===== config.mk =====
export PLATFORM = sky130hd
export DESIGN_NAME = multifunction_pin_select
export DESIGN_NICKNAME = d
export VERILOG_FILES = /design/src/rtl/pin_select_pkg.sv /design/src/rtl/multifunction_pin_select.sv
export SDC_FILE = /design/constraint.sdc
export NUM_CORES = 1
export LEC_CHECK = 0
export ABC_CLOCK_PERIOD_IN_PS = 2600
export BUFFER_PORTS_ARGS = -buffer_cell sky130_fd_sc_hd__buf_2
export CORE_UTILIZATION = 51
export DETAILED_ROUTE_END_ITERATION = 10
export HOLD_SLACK_MARGIN = 0.12
export PLACE_DENSITY_LB_ADDON = 0.08
export SLEW_MARGIN = 10
export SYNTH_ARGS = -nofsm -noshare
export SYNTH_HDL_FRONTEND = slang
export SYNTH_SLANG_ARGS = --single-unit

===== constraint.sdc =====
create_clock -name clock_i -period 2.6 [get_ports clock_i]
set_input_delay 0.26 -clock clock_i [delete_from_list [all_inputs] [get_ports clock_i]]
set_output_delay 0.26 -clock clock_i [all_outputs]
set_load 0.02 [all_outputs]

===== src/rtl/pin_select_pkg.sv =====
package pin_select_pkg;
   // register indexes
   localparam logic [7:0] SELECT_A_IDX = 8'h3c;
   localparam logic [7:0] SELECT_B_IDX = 8'h3d;
   localparam logic [7:0] GEN_OUT_IDX = 8'h3e;
   localparam logic [7:0] GEN_IN_IDX = 8'h3f;

   // reset values
   localparam logic [7:0] SELECT_A_RESET = 8'h00;
   localparam logic [7:0] SELECT_B_RESET = 8'h00;
   localparam logic [7:0] GEN_OUT_RESET = 8'h3f;

   // field positions in select a
   localparam int CLAIM1_SEL_POS = 0;
   localparam int CLAIM2_SEL_POS = 2;
   localparam int PIN_A_SEL_POS = 4;
   localparam int PIN_B_SEL_POS = 6;
   // field positions in select b
   localparam int ROW6_SEL_POS = 0;
   localparam int ROW7_SEL_POS = 2;
   localparam int PIN_C_SEL_POS = 4;
   localparam int PIN_D_SEL_POS = 6;
   // general output register
   localparam int GO_ROW6_POS = 0;
   localparam int GO_ROW7_POS = 1;
   localparam int GO_PIN_B_POS = 2;
   localparam int GO_PIN_C_POS = 3;
   localparam int GO_PIN_D_POS = 4;
   localparam int GO_FLUSH_POS = 5;
   localparam int FLUSH_SEL_POS = 6;
   // general input register
   localparam int GI_CLAIM0_POS = 0;
   localparam int GI_CLAIM1_POS = 1;
   localparam int GI_PIN_A_POS = 2;
   localparam int GI_MCLK_POS = 4;
   localparam int GI_MOUSE_DATA_LINE_POS = 5;

   typedef enum logic [1:0] {
      SEL_F1 = 2'b00,
      SEL_F2 = 2'b01,
      SEL_F3 = 2'b10,
      SEL_F4 = 2'b11
   } sel_code_e;

   // internal functions offered to the output pins
   typedef struct packed {
      logic writeback_policy;
      logic write_protect_n;
      logic cache_ram_select;
      logic dram_buffer_select_n;
      logic row_strobe_6_n;
      logic row_strobe_7_n;
      logic cache_flush_n;
      logic clock_stop_req_n;
      logic mouse_interrupt;
      logic mem_decode_0;
      logic mem_decode_1;
      logic io_window_select_0_n;
      logic io_window_select_1_n;
   } core_out_s;

   // values seen by the core from the input pins
   typedef struct packed {
      logic local_claim;
      logic time_base;
      logic time_base_valid;
      logic keyboard_lock;
      logic onboard_io_route_n;
      logic wake_event_0;
      logic wake_event_1;
   } core_in_s;
endpackage


===== src/rtl/multifunction_pin_select.sv =====
module multifunction_pin_select (
   input wire logic clock_i,
   input wire logic resetn_i,
   // register port
   input wire logic [7:0] reg_addr_i,
   input wire logic [7:0] reg_wdata_i,
   input wire logic reg_write_i,
   input wire logic reg_read_i,
   output logic [7:0] reg_rdata_o,
   // core side
   input wire pin_select_pkg::core_out_s core_out_i,
   output pin_select_pkg::core_in_s core_in_o,
   input wire logic slow_clock_active_i,
   input wire logic clock_stop_uses_speed_i,
   input wire logic mouse_enable_i,
   input wire logic mouse_clock_drive_low_i,
   input wire logic mouse_data_drive_low_i,
   output logic mouse_clock_level_o,
   output logic mouse_data_level_o,
   input wire logic [15:10] cycle_addr_i,
   input wire logic expansion_cycle_active_i,
   input wire logic io_cycle_i,
   output logic io_to_onboard_bus_o,
   // pins
   input wire logic local_claim_0_n_i,
   input wire logic local_claim_1_n_i,
   input wire logic local_claim_2_n_i,
   input wire logic multi_pin_a_i,
   input wire logic dma_grant_n_i,
   input wire logic mouse_clock_line_i,
   output logic mouse_clock_line_o,
   output logic mouse_clock_line_oe_o,
   input wire logic mouse_data_line_i,
   output logic mouse_data_line_o,
   output logic mouse_data_line_oe_o,
   output logic multi_pin_b_o,
   output logic multi_pin_c_o,
   output logic multi_pin_d_o,
   output logic row_strobe_6_n_o,
   output logic row_strobe_7_n_o,
   output logic cache_flush_n_o,
   output logic clock_stop_n_o,
   output logic slow_clock_select_o
);
   localparam int NPIN = 6;

   logic [7:0] select_a_reg;
   logic [7:0] select_b_reg;
   logic [7:0] gen_out_reg;
   logic [7:0] rdata_reg;
   logic [NPIN-1:0] pin_meta_reg;
   logic [NPIN-1:0] pin_sync_reg;

   // two-flop synchronisers for all input pins
   logic [NPIN-1:0] pin_raw;
   assign pin_raw = {mouse_data_line_i, mouse_clock_line_i, multi_pin_a_i,
                     local_claim_2_n_i, local_claim_1_n_i, local_claim_0_n_i};

   genvar gi;
   generate
      for (gi = 0; gi < NPIN; gi++) begin : g_sync
         always_ff @(posedge clock_i or negedge resetn_i) begin
            if (!resetn_i) begin
               pin_meta_reg[gi] <= 1'b1;
               pin_sync_reg[gi] <= 1'b1;
            end else begin
               pin_meta_reg[gi] <= pin_raw[gi];
               pin_sync_reg[gi] <= pin_meta_reg[gi];
            end
         end
      end
   endgenerate

   logic claim0_s, claim1_s, claim2_s, pin_a_s, mclk_s, mouse_data_line_s;
   assign claim0_s = pin_sync_reg[0];
   assign claim1_s = pin_sync_reg[1];
   assign claim2_s = pin_sync_reg[2];
   assign pin_a_s = pin_sync_reg[3];
   assign mclk_s = pin_sync_reg[4];
   assign mouse_data_line_s = pin_sync_reg[5];

   // register writes
   always_ff @(posedge clock_i or negedge resetn_i) begin
      if (!resetn_i) begin
         select_a_reg <= pin_select_pkg::SELECT_A_RESET;
         select_b_reg <= pin_select_pkg::SELECT_B_RESET;
         gen_out_reg <= pin_select_pkg::GEN_OUT_RESET;
      end else if (reg_write_i) begin
         case (reg_addr_i)
            pin_select_pkg::SELECT_A_IDX: select_a_reg <= reg_wdata_i;
            pin_select_pkg::SELECT_B_IDX: select_b_reg <= reg_wdata_i;
            pin_select_pkg::GEN_OUT_IDX: gen_out_reg <= reg_wdata_i;
            default: ;
         endcase
      end
   end

   // general input snapshot of live levels
   logic [7:0] gen_in;
   always_comb begin
      gen_in = 8'h00;
      gen_in[pin_select_pkg::GI_CLAIM0_POS] = claim0_s;
      gen_in[pin_select_pkg::GI_CLAIM1_POS] = claim1_s;
      gen_in[pin_select_pkg::GI_PIN_A_POS] = pin_a_s;
      gen_in[pin_select_pkg::GI_MCLK_POS] = mclk_s;
      gen_in[pin_select_pkg::GI_MOUSE_DATA_LINE_POS] = mouse_data_line_s;
   end

   // read data one cycle later, zero on unmapped index
   always_ff @(posedge clock_i or negedge resetn_i) begin
      if (!resetn_i) begin
         rdata_reg <= 8'h00;
      end else if (reg_read_i) begin
         case (reg_addr_i)
            pin_select_pkg::SELECT_A_IDX: rdata_reg <= select_a_reg;
            pin_select_pkg::SELECT_B_IDX: rdata_reg <= select_b_reg;
            pin_select_pkg::GEN_OUT_IDX: rdata_reg <= gen_out_reg;
            pin_select_pkg::GEN_IN_IDX: rdata_reg <= gen_in;
            default: rdata_reg <= 8'h00;
         endcase
      end else begin
         rdata_reg <= 8'h00;
      end
   end
   assign reg_rdata_o = rdata_reg;

   // select fields
   pin_select_pkg::sel_code_e sel_claim1, sel_claim2, sel_pin_a, sel_pin_b;
   pin_select_pkg::sel_code_e sel_pin_c, sel_pin_d, sel_row6, sel_row7, sel_flush;
   assign sel_claim1 = pin_select_pkg::sel_code_e'(
      select_a_reg[pin_select_pkg::CLAIM1_SEL_POS +: 2]);
   assign sel_claim2 = pin_select_pkg::sel_code_e'(
      select_a_reg[pin_select_pkg::CLAIM2_SEL_POS +: 2]);
   assign sel_pin_a = pin_select_pkg::sel_code_e'(
      select_a_reg[pin_select_pkg::PIN_A_SEL_POS +: 2]);
   assign sel_pin_b = pin_select_pkg::sel_code_e'(
      select_a_reg[pin_select_pkg::PIN_B_SEL_POS +: 2]);
   assign sel_row6 = pin_select_pkg::sel_code_e'(
      select_b_reg[pin_select_pkg::ROW6_SEL_POS +: 2]);
   assign sel_row7 = pin_select_pkg::sel_code_e'(
      select_b_reg[pin_select_pkg::ROW7_SEL_POS +: 2]);
   assign sel_pin_c = pin_select_pkg::sel_code_e'(
      select_b_reg[pin_select_pkg::PIN_C_SEL_POS +: 2]);
   assign sel_pin_d = pin_select_pkg::sel_code_e'(
      select_b_reg[pin_select_pkg::PIN_D_SEL_POS +: 2]);
   assign sel_flush = pin_select_pkg::sel_code_e'(
      gen_out_reg[pin_select_pkg::FLUSH_SEL_POS +: 2]);

   // input pin decode
   always_comb begin
      core_in_o = '0;
      core_in_o.keyboard_lock = 1'b1;
      core_in_o.onboard_io_route_n = 1'b1;
      // claim inputs active low, merged into one claim
      core_in_o.local_claim = !claim0_s
         || (sel_claim1 == pin_select_pkg::SEL_F2 && !claim1_s)
         || (sel_claim2 == pin_select_pkg::SEL_F2 && !claim2_s);
      if (sel_claim1 == pin_select_pkg::SEL_F3) begin
         core_in_o.time_base = claim1_s;
         core_in_o.time_base_valid = 1'b1;
      end else if (sel_pin_a == pin_select_pkg::SEL_F2) begin
         core_in_o.time_base = pin_a_s;
         core_in_o.time_base_valid = 1'b1;
      end
      if (sel_claim2 == pin_select_pkg::SEL_F3) begin
         core_in_o.keyboard_lock = claim2_s;
      end
      if (sel_claim2 == pin_select_pkg::SEL_F4) begin
         core_in_o.wake_event_1 = claim2_s;
      end
      if (sel_pin_a == pin_select_pkg::SEL_F3) begin
         core_in_o.onboard_io_route_n = pin_a_s;
      end
      if (sel_pin_a == pin_select_pkg::SEL_F4) begin
         core_in_o.wake_event_0 = pin_a_s;
      end
   end

   // onboard routing affects io cycles only
   assign io_to_onboard_bus_o = io_cycle_i && !core_in_o.onboard_io_route_n;

   // shared combinational functions
   logic companion_io_select_n, expansion_bus_enable;
   logic mem_window_select_0_n, mem_window_select_1_n;
   assign companion_io_select_n = |cycle_addr_i;
   // dma grant is a pin, taken after the synchroniser
   logic [1:0] grant_sync_reg;
   always_ff @(posedge clock_i or negedge resetn_i) begin
      if (!resetn_i) begin
         grant_sync_reg <= 2'b11;
      end else begin
         grant_sync_reg <= {grant_sync_reg[0], dma_grant_n_i};
      end
   end
   assign expansion_bus_enable = expansion_cycle_active_i || !grant_sync_reg[1];
   assign mem_window_select_0_n = !core_out_i.mem_decode_0;
   assign mem_window_select_1_n = !core_out_i.mem_decode_1;
   assign slow_clock_select_o = slow_clock_active_i;

   // output pin multiplexers
   always_comb begin
      case (sel_pin_b)
         pin_select_pkg::SEL_F1: multi_pin_b_o = core_out_i.writeback_policy;
         pin_select_pkg::SEL_F2: multi_pin_b_o = expansion_bus_enable;
         pin_select_pkg::SEL_F3: multi_pin_b_o = core_out_i.mouse_interrupt;
         default: multi_pin_b_o = gen_out_reg[pin_select_pkg::GO_PIN_B_POS];
      endcase
      case (sel_pin_c)
         pin_select_pkg::SEL_F1: multi_pin_c_o = core_out_i.write_protect_n;
         pin_select_pkg::SEL_F2: multi_pin_c_o = core_out_i.cache_ram_select;
         pin_select_pkg::SEL_F3: multi_pin_c_o = core_out_i.io_window_select_0_n;
         default: multi_pin_c_o = gen_out_reg[pin_select_pkg::GO_PIN_C_POS];
      endcase
      case (sel_pin_d)
         pin_select_pkg::SEL_F1: multi_pin_d_o = core_out_i.dram_buffer_select_n;
         pin_select_pkg::SEL_F2: multi_pin_d_o = expansion_bus_enable;
         pin_select_pkg::SEL_F3: multi_pin_d_o = core_out_i.io_window_select_1_n;
         default: multi_pin_d_o = gen_out_reg[pin_select_pkg::GO_PIN_D_POS];
      endcase
      case (sel_row6)
         pin_select_pkg::SEL_F1: row_strobe_6_n_o = core_out_i.row_strobe_6_n;
         pin_select_pkg::SEL_F2: row_strobe_6_n_o = 1'b1;
         pin_select_pkg::SEL_F3: row_strobe_6_n_o = mem_window_select_0_n;
         default: row_strobe_6_n_o = gen_out_reg[pin_select_pkg::GO_ROW6_POS];
      endcase
      case (sel_row7)
         pin_select_pkg::SEL_F1: row_strobe_7_n_o = core_out_i.row_strobe_7_n;
         pin_select_pkg::SEL_F2: row_strobe_7_n_o = companion_io_select_n;
         pin_select_pkg::SEL_F3: row_strobe_7_n_o = mem_window_select_1_n;
         default: row_strobe_7_n_o = gen_out_reg[pin_select_pkg::GO_ROW7_POS];
      endcase
      case (sel_flush)
         pin_select_pkg::SEL_F1: cache_flush_n_o = core_out_i.cache_flush_n;
         pin_select_pkg::SEL_F2: cache_flush_n_o = 1'b1;
         pin_select_pkg::SEL_F3: cache_flush_n_o = core_out_i.io_window_select_0_n;
         default: cache_flush_n_o = gen_out_reg[pin_select_pkg::GO_FLUSH_POS];
      endcase
   end

   // clock stop pin: power control picks request or speed select
   assign clock_stop_n_o = clock_stop_uses_speed_i ? slow_clock_active_i
                                                   : core_out_i.clock_stop_req_n;

   // open-collector mouse lines only drive low, only when enabled
   assign mouse_clock_line_o = 1'b0;
   assign mouse_data_line_o = 1'b0;
   assign mouse_clock_line_oe_o = mouse_enable_i && mouse_clock_drive_low_i;
   assign mouse_data_line_oe_o = mouse_enable_i && mouse_data_drive_low_i;
   assign mouse_clock_level_o = mclk_s;
   assign mouse_data_level_o = mouse_data_line_s;
endmodule


==> results of run 1 <==
## metal layers
metal	GRT usage, %	vias up
li1	-	687
met1	28.49	754
met2	42.65	71
met3	4.340	9
met4	9.783	0
met5	0	-
## cells by family (layout without fill, tap and decap cells)
logic type	after synthesis	after routing	share of synthesized area [%]
flops	46	46	57.00
mux	38	38	24.80
simple gates	32	32	10.31
buf+inv	13	101	3.639
compound gates	12	12	4.064
other cells	1	2	0.1818
## cell usage in the layout (no fill, tap or decap), types with 2 or more instances in the layout
cell and n:
nand2_1 2, nand3_1 2, mux2_2 25, clkbuf_8 6
a2bb2oi_1 3, dlygate4sd3_1 7, dfrtp_1 26, nor2_1 5
mux2i_1 5, dfstp_2 20, inv_1 7, and3_1 2
o21ai_0 2, buf_2 80, mux4_2 8, nor2b_1 7
and4b_1 2, o22ai_1 2, conb_1 2, and2_1 2
a21oi_1 2, nand4_2 2
## worst reg2reg max path, stage by stage (launching register included)
cell and delay, ps:
dfrtp_1 440, mux4_2 470, nor2b_1 140
## synthesized netlist by cell type, drive strengths merged, types with 2 or more instances
cell      n
and3      2
mux4      8
nand3     2
dfstp    20
o21ai     2
a2bb2oi   3
mux2i     5
mux2     25
nor2      5
dfrtp    26
inv       7
and4b     2
nand2     2
buf       6
o22ai     2
and2      2
a21oi     2
nor2b     7
nand4     2
## final cells by class
cell class              count  area, sq um  share of cell area, %
clock buffers               7        86.33                  3.276
inverters                   7        26.28                 0.9971
multi-input cells          84        815.8                  30.96
flip-flops and latches     46         1176                  44.63
well taps                  48        60.06                  2.279
repair buffers             87        470.5                  17.85
## per-stage QoR
stage | std cells | hold slack (ps) | power (mW) | cell area [sq um]
after floorplan | 143 | -35.59 | 0.8869 | 2067
after global placement | 265 | 345.8 | 0.9607 | 2479
after detailed placement | 265 | 346.8 | 0.9701 | 2479
after CTS | 279 | 142.3 | 1.401 | 2635
after global routing | 279 | 195.0 | 1.453 | 2635
final | 279 | 118.9 | 1.390 | 2635
## final timing paths
path / endpoint / slack [ps]
max: core_in_o[6] / 770
max in group asynchronous: reg_rdata_o[1] / 1870
min in group clock_i: select_a_reg[0] / 230
min reg2reg: mouse_clock_level_o / 360
max reg2reg: reg_rdata_o[5] / 1430
min: select_b_reg[6] / 120
## repair_timing
action	in CTS	in global routing
buffers inserted	0	0
endpoints found under the hold margin	7	0
hold buffers	7	0
## power by group through the flow
stage | logic [mW] | registers (mW) | clock network, mW
finish | 0.182 | 0.782 | 0.426
global route | 0.200 | 0.786 | 0.467
CTS | 0.185 | 0.781 | 0.435
detailed placement | 0.176 | 0.794 | 0
global placement | 0.168 | 0.792 | 0
floorplan | 0.100 | 0.787 | 0
==> flow_summary.ini, run 1 <==
[drt]
wire_per_inst_um = 16.32
wl_met2_um = 2459
drt_iter0_markers = 77
top_layer = met4
ant_nets = 0
vias = 1521
dr.pass1.iters = 4
detail_route.vias_per_cell = 5.452
wl_met1_um = 1767
met3_length_um = 259
drc_errors = 0
wirelength_um = 4552

[pwr]
p_int_mw = 1.062
share_comb_of_total_power_pct = 13.1
p_sw_mw = 0.3280
pwr-share-clk_pct = 30.6
vdd_ir_drop_max_v = 0.0004518
leakagePower_nw = 1.322
p_per_area_nw_per_um2 = 527.5
p_seq_share_pct = 56.2
p_sw_share_pct = 23.60

[worst_setup_path]
cp_top_family = simple AND/OR/NAND/NOR gates
crit_type = register to output port
cpPeakStageDelay_ps = 490
cp-startpoint = select_a_reg[3]
crit_arrival_ps = 1570
worst_ep_required_time_ps = 2340
rr_worst_depth = 2
timing.critical_path.fanout_max = 5
cp-start-kind = register
crit_cells = 3
crit_chain = or3b_2 -> o311ai_0 -> buf_2
reg2reg_from = select_a_reg[5]
cpMaxStageDelayCell = or3b_2
path_buf_inv = 1
endpoint_kind = output port

[sta]
max_freq_ghz = 0.5473
drv_slew = 0
worst_slew_pin_slew_ps = 971.0
rsz0062_at_grt = false
post-route-min-period_ps = 1827
maxSlewHeadroom_pct = 35.27
finalSetupTns_ps = 0
clock_skew_ps = 5.598
setup_viol = 0
timing.final.ws_setup_ps = 772.8
fin_crit_sh_pct = 70.28
hold_viol = 0

[synth]
synth.area.top_cells = dfrtp_1 32%, dfstp_2 25%, mux2_2 14%
syn-instance-count = 142
synth_seq_cells = 46
ys_seq_area_share_pct = 57.00
synth_top_area_share_pct = 31.53
synthArstFlopShare_pct = 100.0
synth_top_area_cell = dfrtp_1
yosysWarnings = 0
synth_top_flop_cell = dfrtp_1
yosysUniqueCellTypes = 32
synth_edf_count = 0
avgSynthCellArea_sq_um = 14.53
syn_area_sq_um = 2063

[finish]
fin_util_pct = 69.87
final_nets = 284
area_growth_pct = 27.71
fill_cells = 285
antennaDiodeCount = 0
drive_gt1_share_pct = 61.90

[clocking]
cts_resized = 0
htreeDepth = 2
ctsLongestPathBuffers = 2
cts_tree = yes
insertion_delay_ps = 290
cts.clk_slew.worst_paths_ps = 80
cts_sinks = 46
cts_buffers = 5
root_buffer = clkbuf_8

[grt]
gr-total-overflow = 0
antenna_found_initial = 0
grt_pass1_wl_um = 7479
grt_pass1_vias = 1630
grt_max_degree = 47
grtUsageTotal_pct = 24.01

[floorplan]
die_w_um = 65.61
ioPinCount = 83
fp.dieH_um = 65.61
core_area_sq_um = 3771
start_util_pct = 54.71
num_rows = 22
dieArea_sq_um = 4304

[placement]
portBuffers = 80
place_ws_ps = 868.1
gp_congestion = 0.7843
hpwl_um = 3362

[hold_path]
hold_class = input port to asynchronous set/reset pin

[flow_run]
drv_cap = 0

[run_status]
status = finished clean
(Power assumes the default switching activity.)
==> run 2, diff against run 1 <==
--- a/config.mk
+++ b/config.mk
@@ -5,9 +5,9 @@
 export SDC_FILE = /design/constraint.sdc
 export NUM_CORES = 1
 export LEC_CHECK = 0
-export ABC_CLOCK_PERIOD_IN_PS = 2600
+export ABC_CLOCK_PERIOD_IN_PS = 1600
 export BUFFER_PORTS_ARGS = -buffer_cell sky130_fd_sc_hd__buf_2
-export CORE_UTILIZATION = 51
+export CORE_UTILIZATION = 43
 export DETAILED_ROUTE_END_ITERATION = 10
 export HOLD_SLACK_MARGIN = 0.12
 export PLACE_DENSITY_LB_ADDON = 0.08
==> constraint.sdc (replaced) <==
create_clock -name clock_i -period 1.6 [get_ports clock_i]
set_input_delay 0.16 -clock clock_i [delete_from_list [all_inputs] [get_ports clock_i]]
set_output_delay 0.16 -clock clock_i [all_outputs]
set_load 0.02 [all_outputs]
==> flow_summary.ini, run 2 (synthesis results as in run 1) <==
[run_status]
status = finished with violations
failed_checks = DRC, setup timing

[placement]
dpl.cell_count = 273
place_ws_ps = 158.2
portBuffers = 80
gp_congestion = 0.7268
place_area_sq_um = 2526
hpwl_um = 3296

[clocking]
cts_buffers = 5
htreeDepth = 2
cts.clk_slew.worst_paths_ps = 80
cts_tree = yes
ctsLongestPathBuffers = 2
cts_sinks = 46
root_buffer = clkbuf_8
insertion_delay_ps = 290

[grt]
antenna_found_initial = 0
gr-total-overflow = 0
grtUsageTotal_pct = 20.02
grt_max_degree = 47
grt_pass1_wl_um = 7610
grt_pass1_vias = 1580

[finish]
design_area_sq_um = 2741
fill_cells = 357
final_cell_count_no_fill = 293
fin_util_pct = 61.27
drive_gt1_share_pct = 62.66
antennaDiodeCount = 0
mostFrequentLayoutCell = buf_2
final_cell_mix = 77 x buf_2, 26 x dfrtp_1, 25 x mux2_2
final_nets = 293
area_growth_pct = 32.87

[sta]
max_freq_ghz = 0.6094
timing.final.ws_setup_ps = -41.03
finalSetupTns_ps = -75.76
drv_slew = 0
setup_viol = 2
post-route-min-period_ps = 1641
clock_skew_ps = 7.249
rsz0062_at_grt = true
hold_ws_ps = 131.7
hold_viol = 0
fin_crit_sh_pct = 102.6

[worst_setup_path]
rr_worst_depth = 3
endpoint_kind = output port
worst_ep_required_time_ps = 1440
cp-start-kind = register
timing.critical_path.fanout_max = 2
crit_type = register to output port
crit_arrival_ps = 1480

[floorplan]
dieArea_sq_um = 5079
fp.dieH_um = 71.27
num_rows = 24
start_util_pct = 46.11
core_area_sq_um = 4474
ioPinCount = 83
die_w_um = 71.27

[drt]
vias = 1502
dr.pass1.iters = 8
wire_per_inst_um = 15.29
drc_errors = 8
wirelength_um = 4481
detail_route.vias_per_cell = 5.126
ant_nets = 0
drt_iter0_markers = 39

[pwr]
leakagePower_nw = 1.376
p_per_area_nw_per_um2 = 819.7
vdd_ir_drop_max_v = 0.0005375
power_mw = 2.247

[hold_path]
hold_class = input port to register
hold-path-cell-count = 2

[flow_run]
drv_cap = 0
==> run 2: cell count changes in the layout (fill, tap and decap cells not counted), sizes merged <==
cell | before | now
buf | 80 | 88
clkbuf | 7 | 8
dlygate4sd3 | 7 | 8
==> run 2: layout make-up <==
class	instances	area (sq um)	share of cell area, %
sequential	46	1176	42.90
inverter	7	26.28	0.9585
timing repair buffer	96	568.0	20.72
multi-input combinational	84	825.8	30.12
clock buffer	8	80.08	2.921
tap	52	65.06	2.373
==> run 2: what timing repair did <==
item,4_1_cts,5_1_grt
gates resized for setup,8,0
hold endpoints to repair,53,0
setup buffers,2,2
hold buffers,8,0
endpoints found under the setup margin,3,3
==> run 2: power by group <==
| part | internal [mW] | switching [mW] | leakage (nW) |
|---|---|---|---|
| Sequential | 1.23 | 0.0382 | 0.569 |
| Combinational | 0.177 | 0.148 | 0.768 |
| Clock | 0.310 | 0.344 | 0.0395 |
==> run 2: worst paths after layout <==
check	start	slack (ps)	endpoint
worst max-delay path	grant_sync_reg[1]	-40	multi_pin_b_o
worst min-delay path	reg_wdata_i[7]	130	select_b_reg[7]
worst max register to register	select_a_reg[4]	360	reg_rdata_o[4]
worst min register to register	pin_meta_reg[4]	360	mouse_clock_level_o
max in group asynchronous	resetn_i	950	claim0_s
min in group asynchronous	resetn_i	360	gen_out_reg[6]
==> run 2: layer usage <==
layer,vias up,GRT usage [%],routed length (um)
met1,738,24.26,1805
met4,0,5.333,48
met5,-,0,0
li1,707,-,-
met3,6,5.063,282
met2,51,35.66,2345
==> run 2: critical path: stages (launching register included) <==
cell	delay [ps]
dfstp_2	520
nand2b_1	60
mux4_2	460
buf_6	150
